[src/rtl/spc_pkg.sv]
// constants for the second loop configuration register slice
// assumes 16-bit words reached at word addresses over the reconfiguration port
package spc_pkg;

  // ==========================================================================
  // port widths
  localparam int unsigned SPC_AW = 10;
  localparam int unsigned SPC_DW = 16;

  // ==========================================================================
  // word addresses
  localparam logic [SPC_AW-1:0] SPC_ADDR_FBDIV = 10'h094;
  localparam logic [SPC_AW-1:0] SPC_ADDR_CFG3 = 10'h095;
  localparam logic [SPC_AW-1:0] SPC_ADDR_CP = 10'h096;
  localparam logic [SPC_AW-1:0] SPC_ADDR_REFCLK = 10'h098;
  localparam logic [SPC_AW-1:0] SPC_ADDR_LPF = 10'h099;
  localparam logic [SPC_AW-1:0] SPC_ADDR_CFG1_G3 = 10'h09A;
  localparam logic [SPC_AW-1:0] SPC_ADDR_CFG2_G3 = 10'h09B;
  localparam logic [SPC_AW-1:0] SPC_ADDR_LPF_G3 = 10'h09C;
  localparam logic [SPC_AW-1:0] SPC_ADDR_LOCK_G3 = 10'h09D;
  localparam logic [SPC_AW-1:0] SPC_ADDR_RSVD2 = 10'h09E;
  localparam logic [SPC_AW-1:0] SPC_ADDR_FBDIV_G3 = 10'h09F;

  // ==========================================================================
  // field positions and widths
  localparam int unsigned SPC_FBDIV_LSB = 0;
  localparam int unsigned SPC_FBDIV_G3_LSB = 8;
  localparam int unsigned SPC_FBDIV_W = 8;
  localparam int unsigned SPC_SRC_LSB = 3;
  localparam int unsigned SPC_SRC_W = 3;
  localparam int unsigned SPC_ALT_EN_BIT = 6;
  localparam int unsigned SPC_REFDIV_LSB = 7;
  localparam int unsigned SPC_REFDIV_W = 5;
  localparam int unsigned SPC_CAL_EN_BIT = 12;
  localparam int unsigned SPC_CAL_SEL_BIT = 13;
  localparam int unsigned SPC_CP_W = 10;
  localparam int unsigned SPC_LPF_G3_W = 10;
  localparam int unsigned SPC_RATIO_W = 9;

  // ==========================================================================
  // feedback divider code mapping: code = ratio - offset
  localparam logic [SPC_RATIO_W-1:0] SPC_FB_OFFSET = 9'h002;
  localparam logic [SPC_FBDIV_W-1:0] SPC_FB_CODE_MIN = 8'h0E;
  localparam logic [SPC_FBDIV_W-1:0] SPC_FB_CODE_MAX = 8'h9E;

  // reference divider codes
  localparam logic [SPC_REFDIV_W-1:0] SPC_REF_C_DIV2 = 5'h00;
  localparam logic [SPC_REFDIV_W-1:0] SPC_REF_C_DIV3 = 5'h01;
  localparam logic [SPC_REFDIV_W-1:0] SPC_REF_C_DIV4 = 5'h02;
  localparam logic [SPC_REFDIV_W-1:0] SPC_REF_C_DIV5 = 5'h03;
  localparam logic [SPC_REFDIV_W-1:0] SPC_REF_C_DIV6 = 5'h05;
  localparam logic [SPC_REFDIV_W-1:0] SPC_REF_C_DIV8 = 5'h06;
  localparam logic [SPC_REFDIV_W-1:0] SPC_REF_C_DIV10 = 5'h07;
  localparam logic [SPC_REFDIV_W-1:0] SPC_REF_C_DIV12 = 5'h0D;
  localparam logic [SPC_REFDIV_W-1:0] SPC_REF_C_DIV16 = 5'h0E;
  localparam logic [SPC_REFDIV_W-1:0] SPC_REF_C_DIV20 = 5'h0F;
  localparam logic [SPC_REFDIV_W-1:0] SPC_REF_C_DIV1 = 5'h10;

  // ==========================================================================
  // reset values
  localparam logic [SPC_FBDIV_W-1:0] SPC_RST_FBDIV = 8'h0E;
  localparam logic [SPC_FBDIV_W-1:0] SPC_RST_FBDIV_G3 = 8'h0E;
  localparam logic [SPC_REFDIV_W-1:0] SPC_RST_REFDIV = 5'h10;
  localparam logic [SPC_SRC_W-1:0] SPC_RST_SRC = 3'h0;
  localparam logic [SPC_CP_W-1:0] SPC_RST_CP = 10'h000;
  localparam logic [SPC_LPF_G3_W-1:0] SPC_RST_LPF_G3 = 10'h000;
  localparam logic [SPC_DW-1:0] SPC_RST_WORD = 16'h0000;
  localparam logic SPC_RST_BIT = 1'b0;

endpackage : spc_pkg

[src/rtl/spc_div_decode.sv]
// decodes stored divider codes into divide ratios with validity flags
// assumes codes come straight from the register slice; purely combinational
`timescale 1ns/1ps
module spc_div_decode
  import spc_pkg::*;
(
  input wire logic [SPC_FBDIV_W-1:0] i_fb_code,
  input wire logic [SPC_FBDIV_W-1:0] i_fb_g3_code,
  input wire logic [SPC_REFDIV_W-1:0] i_ref_code,
  output logic [SPC_RATIO_W-1:0] o_fb_ratio,
  output logic o_fb_ok,
  output logic [SPC_RATIO_W-1:0] o_fb_g3_ratio,
  output logic o_fb_g3_ok,
  output logic [SPC_REFDIV_W-1:0] o_ref_ratio,
  output logic o_ref_ok
);

  // ==========================================================================
  // feedback code to ratio, shared by both feedback fields
  function automatic logic [SPC_RATIO_W-1:0] fb_ratio(input logic [SPC_FBDIV_W-1:0] c);
    fb_ratio = {1'b0, c} + SPC_FB_OFFSET;
  endfunction : fb_ratio

  function automatic logic fb_ok(input logic [SPC_FBDIV_W-1:0] c);
    fb_ok = (c >= SPC_FB_CODE_MIN) && (c <= SPC_FB_CODE_MAX);
  endfunction : fb_ok

  always_comb begin
    o_fb_ratio = fb_ratio(i_fb_code);
    o_fb_ok = fb_ok(i_fb_code);
    o_fb_g3_ratio = fb_ratio(i_fb_g3_code);
    o_fb_g3_ok = fb_ok(i_fb_g3_code);
  end

  // ==========================================================================
  // reference divider code table; unlisted codes report ratio 0
  always_comb begin
    o_ref_ok = 1'b1;
    case (i_ref_code)
      SPC_REF_C_DIV2: o_ref_ratio = 5'd2;
      SPC_REF_C_DIV3: o_ref_ratio = 5'd3;
      SPC_REF_C_DIV4: o_ref_ratio = 5'd4;
      SPC_REF_C_DIV5: o_ref_ratio = 5'd5;
      SPC_REF_C_DIV6: o_ref_ratio = 5'd6;
      SPC_REF_C_DIV8: o_ref_ratio = 5'd8;
      SPC_REF_C_DIV10: o_ref_ratio = 5'd10;
      SPC_REF_C_DIV12: o_ref_ratio = 5'd12;
      SPC_REF_C_DIV16: o_ref_ratio = 5'd16;
      SPC_REF_C_DIV20: o_ref_ratio = 5'd20;
      SPC_REF_C_DIV1: o_ref_ratio = 5'd1;
      default: begin
        o_ref_ratio = 5'd0;
        o_ref_ok = 1'b0;
      end
    endcase
  end

endmodule : spc_div_decode

[src/rtl/spc_regs.sv]
// register slice for the second loop: feedback, reference, pump and filter words
// assumes a single-cycle port master: enable pulses one cycle, ready answers one later
//
// Functional notes
// feedback divider code in 0x94 bits 7:0, code is divider minus two.
// third-generation feedback divider in 0x9F bits 15:8, same minus-two code.
// reference divider five-bit code in 0x98 bits 11:7, table-encoded.
// reference source select three bits in 0x98 bits 5:3, stored as is.
// alternate reference path enable in 0x98 bit 6.
// calibration enable in 0x98 bit 12.
// calibration select in 0x98 bit 13.
// charge pump ten bits in 0x96 bits 9:0, untranslated.
// loop filter held as full word at 0x99, untranslated.
// third-generation loop filter ten bits in 0x9C bits 9:0.
// full configuration words at 0x95, 0x9A and 0x9B.
// third-generation lock configuration full word at 0x9D.
// reserved attribute full word at 0x9E, readable and writable.
// configuration logic leaves reserved bits and undocumented attributes at defaults.
// writes change only owned field bits; other bits of a word stay untouched.
// reads return most recently written field values in encoded form.
`timescale 1ns/1ps
module spc_regs
  import spc_pkg::*;
(
  input wire logic i_clk_sys,
  input wire logic i_rst_n,
  input wire logic i_cfg_en,
  input wire logic i_cfg_we,
  input wire logic [SPC_AW-1:0] i_cfg_addr,
  input wire logic [SPC_DW-1:0] i_cfg_wdata,
  output logic o_cfg_rdy,
  output logic [SPC_DW-1:0] o_cfg_rdata,
  output logic [SPC_FBDIV_W-1:0] o_second_loop_feedback_divider,
  output logic [SPC_FBDIV_W-1:0] o_second_loop_feedback_divider_gen3,
  output logic [SPC_REFDIV_W-1:0] o_second_loop_refclk_divider,
  output logic [SPC_SRC_W-1:0] o_alt_refclk_source_select,
  output logic o_alt_refclk_path_enable,
  output logic o_calibration_enable,
  output logic o_calibration_select,
  output logic [SPC_CP_W-1:0] o_charge_pump_setting,
  output logic [SPC_DW-1:0] o_loop_filter_setting,
  output logic [SPC_LPF_G3_W-1:0] o_loop_filter_setting_gen3,
  output logic [SPC_DW-1:0] o_config_word_three,
  output logic [SPC_DW-1:0] o_config_word_one_gen3,
  output logic [SPC_DW-1:0] o_config_word_two_gen3,
  output logic [SPC_DW-1:0] o_lock_config_gen3,
  output logic [SPC_DW-1:0] o_reserved_attribute_two,
  output logic [SPC_RATIO_W-1:0] o_fb_ratio,
  output logic o_fb_ratio_ok,
  output logic [SPC_RATIO_W-1:0] o_fb_gen3_ratio,
  output logic o_fb_gen3_ratio_ok,
  output logic [SPC_REFDIV_W-1:0] o_ref_ratio,
  output logic o_ref_ratio_ok
);

  // ==========================================================================
  // state
  typedef enum logic [1:0] {
    SPC_ACC_IDLE = 2'b00,
    SPC_ACC_READ = 2'b01,
    SPC_ACC_WRITE = 2'b10
  } spc_acc_t;

  typedef struct packed {
    spc_acc_t acc;
    logic [SPC_DW-1:0] rdata;
    logic [SPC_FBDIV_W-1:0] fbdiv;
    logic [SPC_FBDIV_W-1:0] fbdiv_g3;
    logic [SPC_REFDIV_W-1:0] refdiv;
    logic [SPC_SRC_W-1:0] src;
    logic alt_en;
    logic cal_en;
    logic cal_sel;
    logic [SPC_CP_W-1:0] cp;
    logic [SPC_DW-1:0] lpf;
    logic [SPC_LPF_G3_W-1:0] lpf_g3;
    logic [SPC_DW-1:0] cfg3;
    logic [SPC_DW-1:0] cfg1_g3;
    logic [SPC_DW-1:0] cfg2_g3;
    logic [SPC_DW-1:0] lock_g3;
    logic [SPC_DW-1:0] rsvd2;
    logic [SPC_RATIO_W-1:0] fb_ratio;
    logic fb_ok;
    logic [SPC_RATIO_W-1:0] fb_g3_ratio;
    logic fb_g3_ok;
    logic [SPC_REFDIV_W-1:0] ref_ratio;
    logic ref_ok;
  } spc_state_t;

  localparam spc_state_t SPC_STATE_RST = '{
    acc: SPC_ACC_IDLE,
    rdata: SPC_RST_WORD,
    fbdiv: SPC_RST_FBDIV,
    fbdiv_g3: SPC_RST_FBDIV_G3,
    refdiv: SPC_RST_REFDIV,
    src: SPC_RST_SRC,
    alt_en: SPC_RST_BIT,
    cal_en: SPC_RST_BIT,
    cal_sel: SPC_RST_BIT,
    cp: SPC_RST_CP,
    lpf: SPC_RST_WORD,
    lpf_g3: SPC_RST_LPF_G3,
    cfg3: SPC_RST_WORD,
    cfg1_g3: SPC_RST_WORD,
    cfg2_g3: SPC_RST_WORD,
    lock_g3: SPC_RST_WORD,
    rsvd2: SPC_RST_WORD,
    fb_ratio: 9'h000,
    fb_ok: 1'b0,
    fb_g3_ratio: 9'h000,
    fb_g3_ok: 1'b0,
    ref_ratio: 5'h00,
    ref_ok: 1'b0
  };

  spc_state_t st_q;
  spc_state_t st_d;

  // ==========================================================================
  // decode of the stored divider codes
  // ratios are registered below, so they lag their codes by one cycle
  logic [SPC_RATIO_W-1:0] dec_fb_ratio;
  logic dec_fb_ok;
  logic [SPC_RATIO_W-1:0] dec_fb_g3_ratio;
  logic dec_fb_g3_ok;
  logic [SPC_REFDIV_W-1:0] dec_ref_ratio;
  logic dec_ref_ok;

  spc_div_decode u_div_decode (
    .i_fb_code(st_q.fbdiv),
    .i_fb_g3_code(st_q.fbdiv_g3),
    .i_ref_code(st_q.refdiv),
    .o_fb_ratio(dec_fb_ratio),
    .o_fb_ok(dec_fb_ok),
    .o_fb_g3_ratio(dec_fb_g3_ratio),
    .o_fb_g3_ok(dec_fb_g3_ok),
    .o_ref_ratio(dec_ref_ratio),
    .o_ref_ok(dec_ref_ok)
  );

  // ==========================================================================
  // address decode, used by both the write and read paths
  function automatic logic hit(input logic [SPC_AW-1:0] a, input logic [SPC_AW-1:0] word);
    hit = (a == word);
  endfunction : hit

  // ==========================================================================
  // readback: fields packed at their word positions, unowned bits read zero
  function automatic logic [SPC_DW-1:0] readback(input spc_state_t s,
                                                 input logic [SPC_AW-1:0] a);
    logic [SPC_DW-1:0] w;
    w = SPC_RST_WORD;
    if (hit(a, SPC_ADDR_FBDIV)) begin
      w[SPC_FBDIV_LSB +: SPC_FBDIV_W] = s.fbdiv;
    end
    if (hit(a, SPC_ADDR_FBDIV_G3)) begin
      w[SPC_FBDIV_G3_LSB +: SPC_FBDIV_W] = s.fbdiv_g3;
    end
    if (hit(a, SPC_ADDR_REFCLK)) begin
      w[SPC_REFDIV_LSB +: SPC_REFDIV_W] = s.refdiv;
      w[SPC_SRC_LSB +: SPC_SRC_W] = s.src;
      w[SPC_ALT_EN_BIT] = s.alt_en;
      w[SPC_CAL_EN_BIT] = s.cal_en;
      w[SPC_CAL_SEL_BIT] = s.cal_sel;
    end
    if (hit(a, SPC_ADDR_CP)) begin
      w[SPC_CP_W-1:0] = s.cp;
    end
    if (hit(a, SPC_ADDR_LPF)) begin
      w = s.lpf;
    end
    if (hit(a, SPC_ADDR_LPF_G3)) begin
      w[SPC_LPF_G3_W-1:0] = s.lpf_g3;
    end
    if (hit(a, SPC_ADDR_CFG3)) begin
      w = s.cfg3;
    end
    if (hit(a, SPC_ADDR_CFG1_G3)) begin
      w = s.cfg1_g3;
    end
    if (hit(a, SPC_ADDR_CFG2_G3)) begin
      w = s.cfg2_g3;
    end
    if (hit(a, SPC_ADDR_LOCK_G3)) begin
      w = s.lock_g3;
    end
    if (hit(a, SPC_ADDR_RSVD2)) begin
      w = s.rsvd2;
    end
    readback = w;
  endfunction : readback

  // ==========================================================================
  // next state
  logic wr;
  logic rd;

  always_comb begin
    wr = i_cfg_en && i_cfg_we;
    rd = i_cfg_en && !i_cfg_we;
    st_d = st_q;
    // the access taken at this edge; it also times the answer strobe
    case ({i_cfg_en, i_cfg_we})
      2'b11: st_d.acc = SPC_ACC_WRITE;
      2'b10: st_d.acc = SPC_ACC_READ;
      default: st_d.acc = SPC_ACC_IDLE;
    endcase
    // decoded ratios follow the stored codes one cycle later
    st_d.fb_ratio = dec_fb_ratio;
    st_d.fb_ok = dec_fb_ok;
    st_d.fb_g3_ratio = dec_fb_g3_ratio;
    st_d.fb_g3_ok = dec_fb_g3_ok;
    st_d.ref_ratio = dec_ref_ratio;
    st_d.ref_ok = dec_ref_ok;
    // a read sees the words as they stood before this edge; writes leave rdata alone
    if (rd) begin
      st_d.rdata = readback(st_q, i_cfg_addr);
    end
    // each write touches only the bits its word owns
    if (wr && hit(i_cfg_addr, SPC_ADDR_FBDIV)) begin
      st_d.fbdiv = i_cfg_wdata[SPC_FBDIV_LSB +: SPC_FBDIV_W];
    end
    if (wr && hit(i_cfg_addr, SPC_ADDR_FBDIV_G3)) begin
      st_d.fbdiv_g3 = i_cfg_wdata[SPC_FBDIV_G3_LSB +: SPC_FBDIV_W];
    end
    if (wr && hit(i_cfg_addr, SPC_ADDR_REFCLK)) begin
      st_d.refdiv = i_cfg_wdata[SPC_REFDIV_LSB +: SPC_REFDIV_W];
      st_d.src = i_cfg_wdata[SPC_SRC_LSB +: SPC_SRC_W];
      st_d.alt_en = i_cfg_wdata[SPC_ALT_EN_BIT];
      st_d.cal_en = i_cfg_wdata[SPC_CAL_EN_BIT];
      st_d.cal_sel = i_cfg_wdata[SPC_CAL_SEL_BIT];
    end
    if (wr && hit(i_cfg_addr, SPC_ADDR_CP)) begin
      st_d.cp = i_cfg_wdata[SPC_CP_W-1:0];
    end
    if (wr && hit(i_cfg_addr, SPC_ADDR_LPF)) begin
      st_d.lpf = i_cfg_wdata;
    end
    if (wr && hit(i_cfg_addr, SPC_ADDR_LPF_G3)) begin
      st_d.lpf_g3 = i_cfg_wdata[SPC_LPF_G3_W-1:0];
    end
    if (wr && hit(i_cfg_addr, SPC_ADDR_CFG3)) begin
      st_d.cfg3 = i_cfg_wdata;
    end
    if (wr && hit(i_cfg_addr, SPC_ADDR_CFG1_G3)) begin
      st_d.cfg1_g3 = i_cfg_wdata;
    end
    if (wr && hit(i_cfg_addr, SPC_ADDR_CFG2_G3)) begin
      st_d.cfg2_g3 = i_cfg_wdata;
    end
    if (wr && hit(i_cfg_addr, SPC_ADDR_LOCK_G3)) begin
      st_d.lock_g3 = i_cfg_wdata;
    end
    if (wr && hit(i_cfg_addr, SPC_ADDR_RSVD2)) begin
      st_d.rsvd2 = i_cfg_wdata;
    end
  end

  // ==========================================================================
  // state register
  always_ff @(posedge i_clk_sys or negedge i_rst_n) begin
    if (!i_rst_n) begin
      st_q <= SPC_STATE_RST;
    end else begin
      st_q <= st_d;
    end
  end

  // ==========================================================================
  // outputs
  always_comb begin
    // one answer pulse for every access, mapped or not
    case (st_q.acc)
      SPC_ACC_READ: o_cfg_rdy = 1'b1;
      SPC_ACC_WRITE: o_cfg_rdy = 1'b1;
      default: o_cfg_rdy = 1'b0;
    endcase
    o_cfg_rdata = st_q.rdata;
    o_second_loop_feedback_divider = st_q.fbdiv;
    o_second_loop_feedback_divider_gen3 = st_q.fbdiv_g3;
    o_second_loop_refclk_divider = st_q.refdiv;
    o_alt_refclk_source_select = st_q.src;
    o_alt_refclk_path_enable = st_q.alt_en;
    o_calibration_enable = st_q.cal_en;
    o_calibration_select = st_q.cal_sel;
    o_charge_pump_setting = st_q.cp;
    o_loop_filter_setting = st_q.lpf;
    o_loop_filter_setting_gen3 = st_q.lpf_g3;
    o_config_word_three = st_q.cfg3;
    o_config_word_one_gen3 = st_q.cfg1_g3;
    o_config_word_two_gen3 = st_q.cfg2_g3;
    o_lock_config_gen3 = st_q.lock_g3;
    o_reserved_attribute_two = st_q.rsvd2;
    o_fb_ratio = st_q.fb_ratio;
    o_fb_ratio_ok = st_q.fb_ok;
    o_fb_gen3_ratio = st_q.fb_g3_ratio;
    o_fb_gen3_ratio_ok = st_q.fb_g3_ok;
    o_ref_ratio = st_q.ref_ratio;
    o_ref_ratio_ok = st_q.ref_ok;
  end

endmodule : spc_regs

[config.mk]
export PLATFORM = sky130hd
export DESIGN_NAME = spc_regs
export DESIGN_NICKNAME = d
export VERILOG_FILES = /design/src/rtl/spc_pkg.sv /design/src/rtl/spc_div_decode.sv /design/src/rtl/spc_regs.sv
export SDC_FILE = /design/constraint.sdc
export NUM_CORES = 1
export LEC_CHECK = 0
export BUFFER_PORTS_ARGS = -buffer_cell sky130_fd_sc_hd__buf_4
export CAP_MARGIN = 25
export CORE_MARGIN = 1.5
export CORE_UTILIZATION = 50
export CTS_BUF_LIST = sky130_fd_sc_hd__clkbuf_8
export DETAILED_ROUTE_END_ITERATION = 8
export HOLD_SLACK_MARGIN = 0.1
export PLACE_DENSITY = 0.7
export SETUP_SLACK_MARGIN = 0.15
export SYNTH_ARGS = -nofsm -noshare
export SYNTH_HDL_FRONTEND = slang
export SYNTH_HIERARCHICAL = 1
export SYNTH_SLANG_ARGS = --single-unit
[constraint.sdc]
create_clock -name i_clk_sys -period 3.5 [get_ports i_clk_sys]
set_input_delay 0.35 -clock i_clk_sys [delete_from_list [all_inputs] [get_ports i_clk_sys]]
set_output_delay 0.35 -clock i_clk_sys [all_outputs]
set_load 0.05 [all_outputs]
==> flow_summary_export.csv, run 1 <==
group,metric,value,unit
synth,synth-edff-count,0,
sta,finalCriticalPeriod,2.31,ns
power,ir_worst_vdd,0.256,mV
global_routing,grt_pass1_wl,41700,um
job,max_cap_viol_count,0,
floorplan,initial_core_util,51.4,%
cells_and_area,syn2layout_area_growth,9.49,%
min_path,worstHoldPathType,"primary input to flip-flop",
global_routing,grt_pass1_vias,6938,
floorplan,die_h,145,um
worst_setup_path,cp_slowest_cell,"nor4b_4",
sta,fmax,0.432,GHz
cells_and_area,fin_nets,973,
worst_setup_path,required,3.86,ns
outcome,status,"finished clean",
sta,drv_slew,0,
global_routing,grt_max_degree,66,
synth,yosysSeqAreaShare,46.6,%
clock_network,path_clk_slew,0.10,ns
synth,synth_warnings,6,
sta,relSlewSlack,46.6,%
synth,synth_area,10100,um^2
synth,yosysTopAreaCell,"dfrtp_1",
worst_setup_path,arrival,2.68,ns
synth,postSynthAreaPerCell,11.0,um^2
synth,synth_cell_types,64,
sta,setup_viol,0,
worst_setup_path,crit_type,"primary input to flip-flop",
route,vias_per_cell,5.79,
placed_design,portBuffers,215,
worst_setup_path,cp-end-kind,"flip-flop",
route,wl_per_cell,22.7,um
clock_network,cts_tree,"yes",
route,ant_nets,0,
placed_design,placed_area,10600,um^2
synth,syn_nets,946,
power,finalPower,4200,uW
sta,timing.final.crit_share,66.1,%
cells_and_area,antenna_cells,0,
sta,rsz0062_at_grt,"no",
clock_network,cts_root_buffer,"clkbuf_8",
global_routing,grt_usage,27.1,%
placed_design,hpwl,20200,um
sta,skew,0.00871,ns
sta,worst_slew_pin_slew,0.799,ns
floorplan,dieArea,21000,um^2
worst_setup_path,cp_slowest_stage_delay,0.55,ns
synth,yosys-top-cells-area,"dfrtp_1, mux2_2, buf_4",
global_routing,grt_overflow,0,
clock_network,max-clock-path-buffers,2,
floorplan,row_count,51,
cells_and_area,layout_common_cells,"buf_4, dfrtp_1, mux2_2",
worst_setup_path,path_max_fanout,17,
route,first_iter_violations,636,
power,power_frac_seq,52.9,%
power,p_leak,0.00552,uW
power,p_switching,1130,uW
synth,async_reset_ff_share,100,%
sta,setup-tns-final,0,ns
worst_setup_path,startpoint_type,"primary input",
cells_and_area,design_area,11000,um^2
power,cell_internal_pwr,3070,uW
synth,synth-main-ff-cell,"dfrtp_1",
synth,synthCells,914,
route,num_vias,7063,
clock_network,clock_sinks,187,
floorplan,pin_count,216,
synth,synth_top_area_share,44.8,%
global_routing,antenna_found_initial,0,
power,p_sw_share,27.0,%
worst_setup_path,r2r_setup_slack,1.66,ns
synth,synth_seq_cells,187,
sta,hold_viol,0,
clock_network,htreeDepth,4,
power,power.share.combinational,11.1,%
power,power_frac_clock,36.0,%
route,drc,0,
cells_and_area,layout_commonest_cell,"buf_4",
route,drtPass1Iterations,6,
route,routed_wl,27700,um
placed_design,gp_congestion,0.888,
power,power.density,381,nW/um^2
worst_setup_path,worstPathCellList,"buf_4 -> nor4b_4 -> nand3b_4 -> nor2_1 -> nand2_1 -> nor2_4 -> mux2_2",
clock_network,clk_latency,0.48,ns
floorplan,fp.dieW,145,um
cells_and_area,layout-drive-gt1-share,44.7,%
clock_network,numCtsBuffers,17,
floorplan,core_area,19600,um^2
-- area by class of cell --
class	instances	area [um^2]
Fill cell	1752	8570
Clock inverter	13	154
Multi-Input combinational cell	484	3720
Clock buffer	19	262
Inverter	12	45.0
Sequential cell	187	4690
Timing Repair Buffer	239	1820
Tap cell	265	332
-- Yosys cell counts, types with 13 or more instances --
master	n
o22ai_1	13
clkbuf_1	21
a21oi_1	24
nor2_1	40
nand3_1	16
buf_2	14
o21ai_0	44
nand2b_1	15
nand2_1	39
dfrtp_1	180
nor3_1	13
buf_4	184
mux2_2	140
-- state kept, by name, indices dropped and copies added (netlist names), 3 cells and up --
register                             cells
o_reserved_attribute_two                16
o_config_word_two_gen3                  16
o_fb_gen3_ratio                          9
o_alt_refclk_source_select               3
o_lock_config_gen3                      16
o_ref_ratio                              5
o_loop_filter_setting                   16
o_config_word_one_gen3                  16
o_config_word_three                     16
o_second_loop_feedback_divider_gen3      8
o_second_loop_refclk_divider             5
o_cfg_rdata                             16
o_fb_ratio                               9
o_second_loop_feedback_divider           8
o_charge_pump_setting                   10
o_loop_filter_setting_gen3              10
-- worst max-delay path: cells and delay by family --
family	cells	cell delay, ns
simple gates	5	1.78
mux	1	0.41
buf+inv	1	0.12
-- metrics by stage --
stage | instances | worst slack [ns] | utilization [%] | hold slack [ns]
global route | 1219 | 1.08 | 56.2 | 0.180
floorplan | 914 | 1.41 | - | 0.0544
CTS | 1219 | 1.25 | 56.2 | 0.170
finish | 1219 | 1.19 | 56.2 | 0.178
detailed placement | 1186 | 0.738 | 54.1 | 0.378
global placement | 1186 | 0.853 | 54.1 | 0.376
-- kinds of logic (layout without fill, tap and decap cells) --
logic type | count (synthesis) | in the layout | share of synthesized area (%)
xor+xnor | 11 | 11 | 0.958
buf+inv | 243 | 283 | 16.5
fa+ha+maj | 2 | 2 | 0.249
simple gates | 174 | 174 | 9.41
flops | 187 | 187 | 46.6
compound gates | 147 | 147 | 9.59
mux | 150 | 150 | 16.7
-- per-layer routing --
layer	share of wire (%)	track usage (%)
met4	3.2	11.4
met5	0	0
met2	46	42.1
met3	7.5	5.69
met1	43	36.8
-- power groups by stage --
stage                     clock network (uW)  registers (uW)  logic (uW)
after global routing                    1610            2230         501
after detailed placement                   0            2260         465
after CTS                               1530            2220         467
final                                   1510            2220         467
after floorplan                            0            2260         307
after global placement                     0            2260         462
-- worst paths after layout --
check                                                       start                           endpoint  cells past startpoint
worst max-delay path                                i_cfg_addr[5]          o_config_word_two_gen3[0]                      7
worst min-delay path                               i_cfg_wdata[3]           o_charge_pump_setting[3]                      3
worst max register to register         o_config_word_one_gen3[13]                    o_cfg_rdata[13]                      6
worst min register to register  o_second_loop_feedback_divider[1]                      o_fb_ratio[1]                      1
max in group asynchronous                                 i_rst_n  o_second_loop_feedback_divider[1]                      3
min in group asynchronous                                 i_rst_n                     o_ref_ratio[1]                      2
-- timing repair --
action                    in CTS  in global routing
hold buffers                   1                  0
hold endpoints to repair      58                  0
resized for setup              0                  0
setup buffers                  0                  0
(Power assumes the default switching activity.)
==> run 2, diff against run 1 <==
--- a/config.mk
+++ b/config.mk
@@ -12,7 +12,7 @@
 export CTS_BUF_LIST = sky130_fd_sc_hd__clkbuf_8
 export DETAILED_ROUTE_END_ITERATION = 8
 export HOLD_SLACK_MARGIN = 0.1
-export PLACE_DENSITY = 0.7
+export PLACE_DENSITY = 0.73
 export SETUP_SLACK_MARGIN = 0.15
 export SYNTH_ARGS = -nofsm -noshare
 export SYNTH_HDL_FRONTEND = slang
==> constraint.sdc (replaced) <==
create_clock -name i_clk_sys -period 1.87 [get_ports i_clk_sys]
set_input_delay 0.187 -clock i_clk_sys [delete_from_list [all_inputs] [get_ports i_clk_sys]]
set_output_delay 0.187 -clock i_clk_sys [all_outputs]
set_load 0.05 [all_outputs]
==> run 2 against run 1 <==
  * Count of clock-buffer cells in the layout unchanged
  * Sequential share of layout area down 3.2 points
  * Final cell count up 7.5%
  * Critical path depth down 1
  * Non-clock buffer count up 92
  * Largest cell class unchanged
==> flow_summary_export.csv, run 2 (synthesis gave the netlist of run 1 again) <==
group,metric,value,unit
cells_and_area,layout_commonest_cell,"buf_4",
floorplan,row_count,51,
sta,drv_slew,0,
global_routing,grt_pass1_vias,7408,
clock_network,path_clk_slew,0.09,ns
cells_and_area,fin_nets,1065,
sta,relSlewSlack,71.2,%
job,max_cap_viol_count,0,
clock_network,htreeDepth,4,
clock_network,clock_sinks,187,
worst_setup_path,cp-end-kind,"flip-flop",
worst_setup_path,path_max_fanout,3,
power,p_leak,0.00599,uW
route,ant_nets,0,
sta,rsz0062_at_grt,"yes",
sta,setup_viol,0,
cells_and_area,utilization,60.9,%
placed_design,dp.cells,1259,
floorplan,die_h,145,um
cells_and_area,multi_input_area,3790,um^2
placed_design,portBuffers,215,
global_routing,grt_overflow,0,
clock_network,numCtsBuffers,17,
worst_setup_path,reg2reg_to,"o_cfg_rdata[13]",
worst_setup_path,rr_startpoint,"o_calibration_select",
sta,skew,0.0109,ns
sta,finalCriticalPeriod,1.68,ns
worst_setup_path,r2r_cells,6,
route,routed_wl,28300,um
sta,fmax,0.594,GHz
global_routing,antenna_found_initial,0,
route,drc,0,
route,num_vias,7366,
worst_setup_path,crit_type,"flip-flop to flip-flop",
floorplan,core_area,19600,um^2
outcome,status,"finished clean",
route,drtPass1Iterations,5,
floorplan,pin_count,216,
cells_and_area,antenna_cells,0,
power,finalPower,7780,uW
power,power.density,652,nW/um^2
clock_network,max-clock-path-buffers,2,
cells_and_area,n_fill_cell,1631,
floorplan,fp.dieW,145,um
clock_network,cts_tree,"yes",
placed_design,gp_congestion,0.962,
placed_design,hpwl,21200,um
sta,worst_slew_pin_slew,0.422,ns
cells_and_area,layout-drive-gt1-share,48.9,%
worst_setup_path,arrival,2.05,ns
sta,hold_viol,0,
cells_and_area,ff_latch_area,4690,um^2
route,wl_per_cell,21.6,um
route,first_iter_violations,484,
floorplan,dieArea,21000,um^2
global_routing,grt_pass1_wl,42900,um
cells_and_area,layout_common_cells,"buf_4, dfrtp_1, mux2_2",
worst_setup_path,required,2.24,ns
min_path,worstHoldPathType,"primary input to async pin",
floorplan,initial_core_util,51.4,%
clock_network,clk_latency,0.48,ns
power,ir_worst_vdd,0.424,mV
route,vias_per_cell,5.62,
global_routing,grt_usage,27.8,%
cells_and_area,fin_cells,1311,
cells_and_area,syn2layout_area_growth,18.5,%
clock_network,cts_root_buffer,"clkbuf_8",
worst_setup_path,r2r_setup_slack,0.19,ns
global_routing,grt_max_degree,59,
worst_setup_path,startpoint_type,"flip-flop",
sta,timing.final.crit_share,90.0,%
## run 2: changes by cell type in the layout (fill, tap and decap cells not counted), sizes merged
cell         previous run  this run
dlygate4sd3             1        17
clkinv                  2         3
bufinv                  3         1
inv                    17        18
buf                   237       313
## run 2: critical path, cell delays in order, from the launching register on
cell and delay [ns]:
dfrtp_2 0.42, mux2_4 0.29, o22ai_4 0.12, nor3_2 0.06
a221o_1 0.27, a222oi_1 0.31, o21ai_1 0.11
## run 2: metal layers
metal	GRT usage (%)	vias up	wire [um]
li1	-	3296	-
met1	36.4	3685	11800
met2	45.4	337	13700
met3	5.36	48	1990
met4	11.0	0	768
met5	0	-	0
## run 2: metrics by stage
stage	worst slack [ns]	hold WS [ns]	area [um^2]	TNS, ns
after global placement	-0.158	0.142	11300	-8.96
final	0.188	0.201	11900	0
after detailed placement	-0.198	0.138	11300	-13.88
after floorplan	-0.0260	-0.109	10100	-0.424
after CTS	0.172	0.191	11900	0
after global routing	0.0828	0.219	11900	0
## run 2: worst max-delay path by stage
stage	start	end	slack, ns	depth (start not counted)
after global routing	o_calibration_select	o_cfg_rdata[13]	0.08	6
after CTS	o_config_word_one_gen3[13]	o_cfg_rdata[13]	0.17	6
after floorplan	i_cfg_addr[8]	o_config_word_two_gen3[10]	-0.03	7
final	o_calibration_select	o_cfg_rdata[13]	0.19	6
after detailed placement	i_cfg_addr[8]	o_cfg_rdata[10]	-0.20	9
after global placement	i_cfg_addr[8]	o_cfg_rdata[10]	-0.16	9
## run 2: final cells by class
type                    count  area share (%)
repair buffers            331            22.5
inverters                  12           0.378
multi-input cells         484            31.8
clock inverters            13           0.986
flip-flops and latches    187            39.3
clock buffers              19            2.19
well taps                 265            2.78
## run 2: what timing repair did
action	CTS	global route
endpoints found under the hold margin	325	0
buffers inserted	0	3
hold buffers	17	0
gates resized for setup	2	8
endpoints found under the setup margin	2	4
pin swaps	0	6
## run 2: where the power goes
part           internal [uW]  switching [uW]
registers               4100            51.7
logic                    345             645
clock network           1130            1500
total                   5580            2190
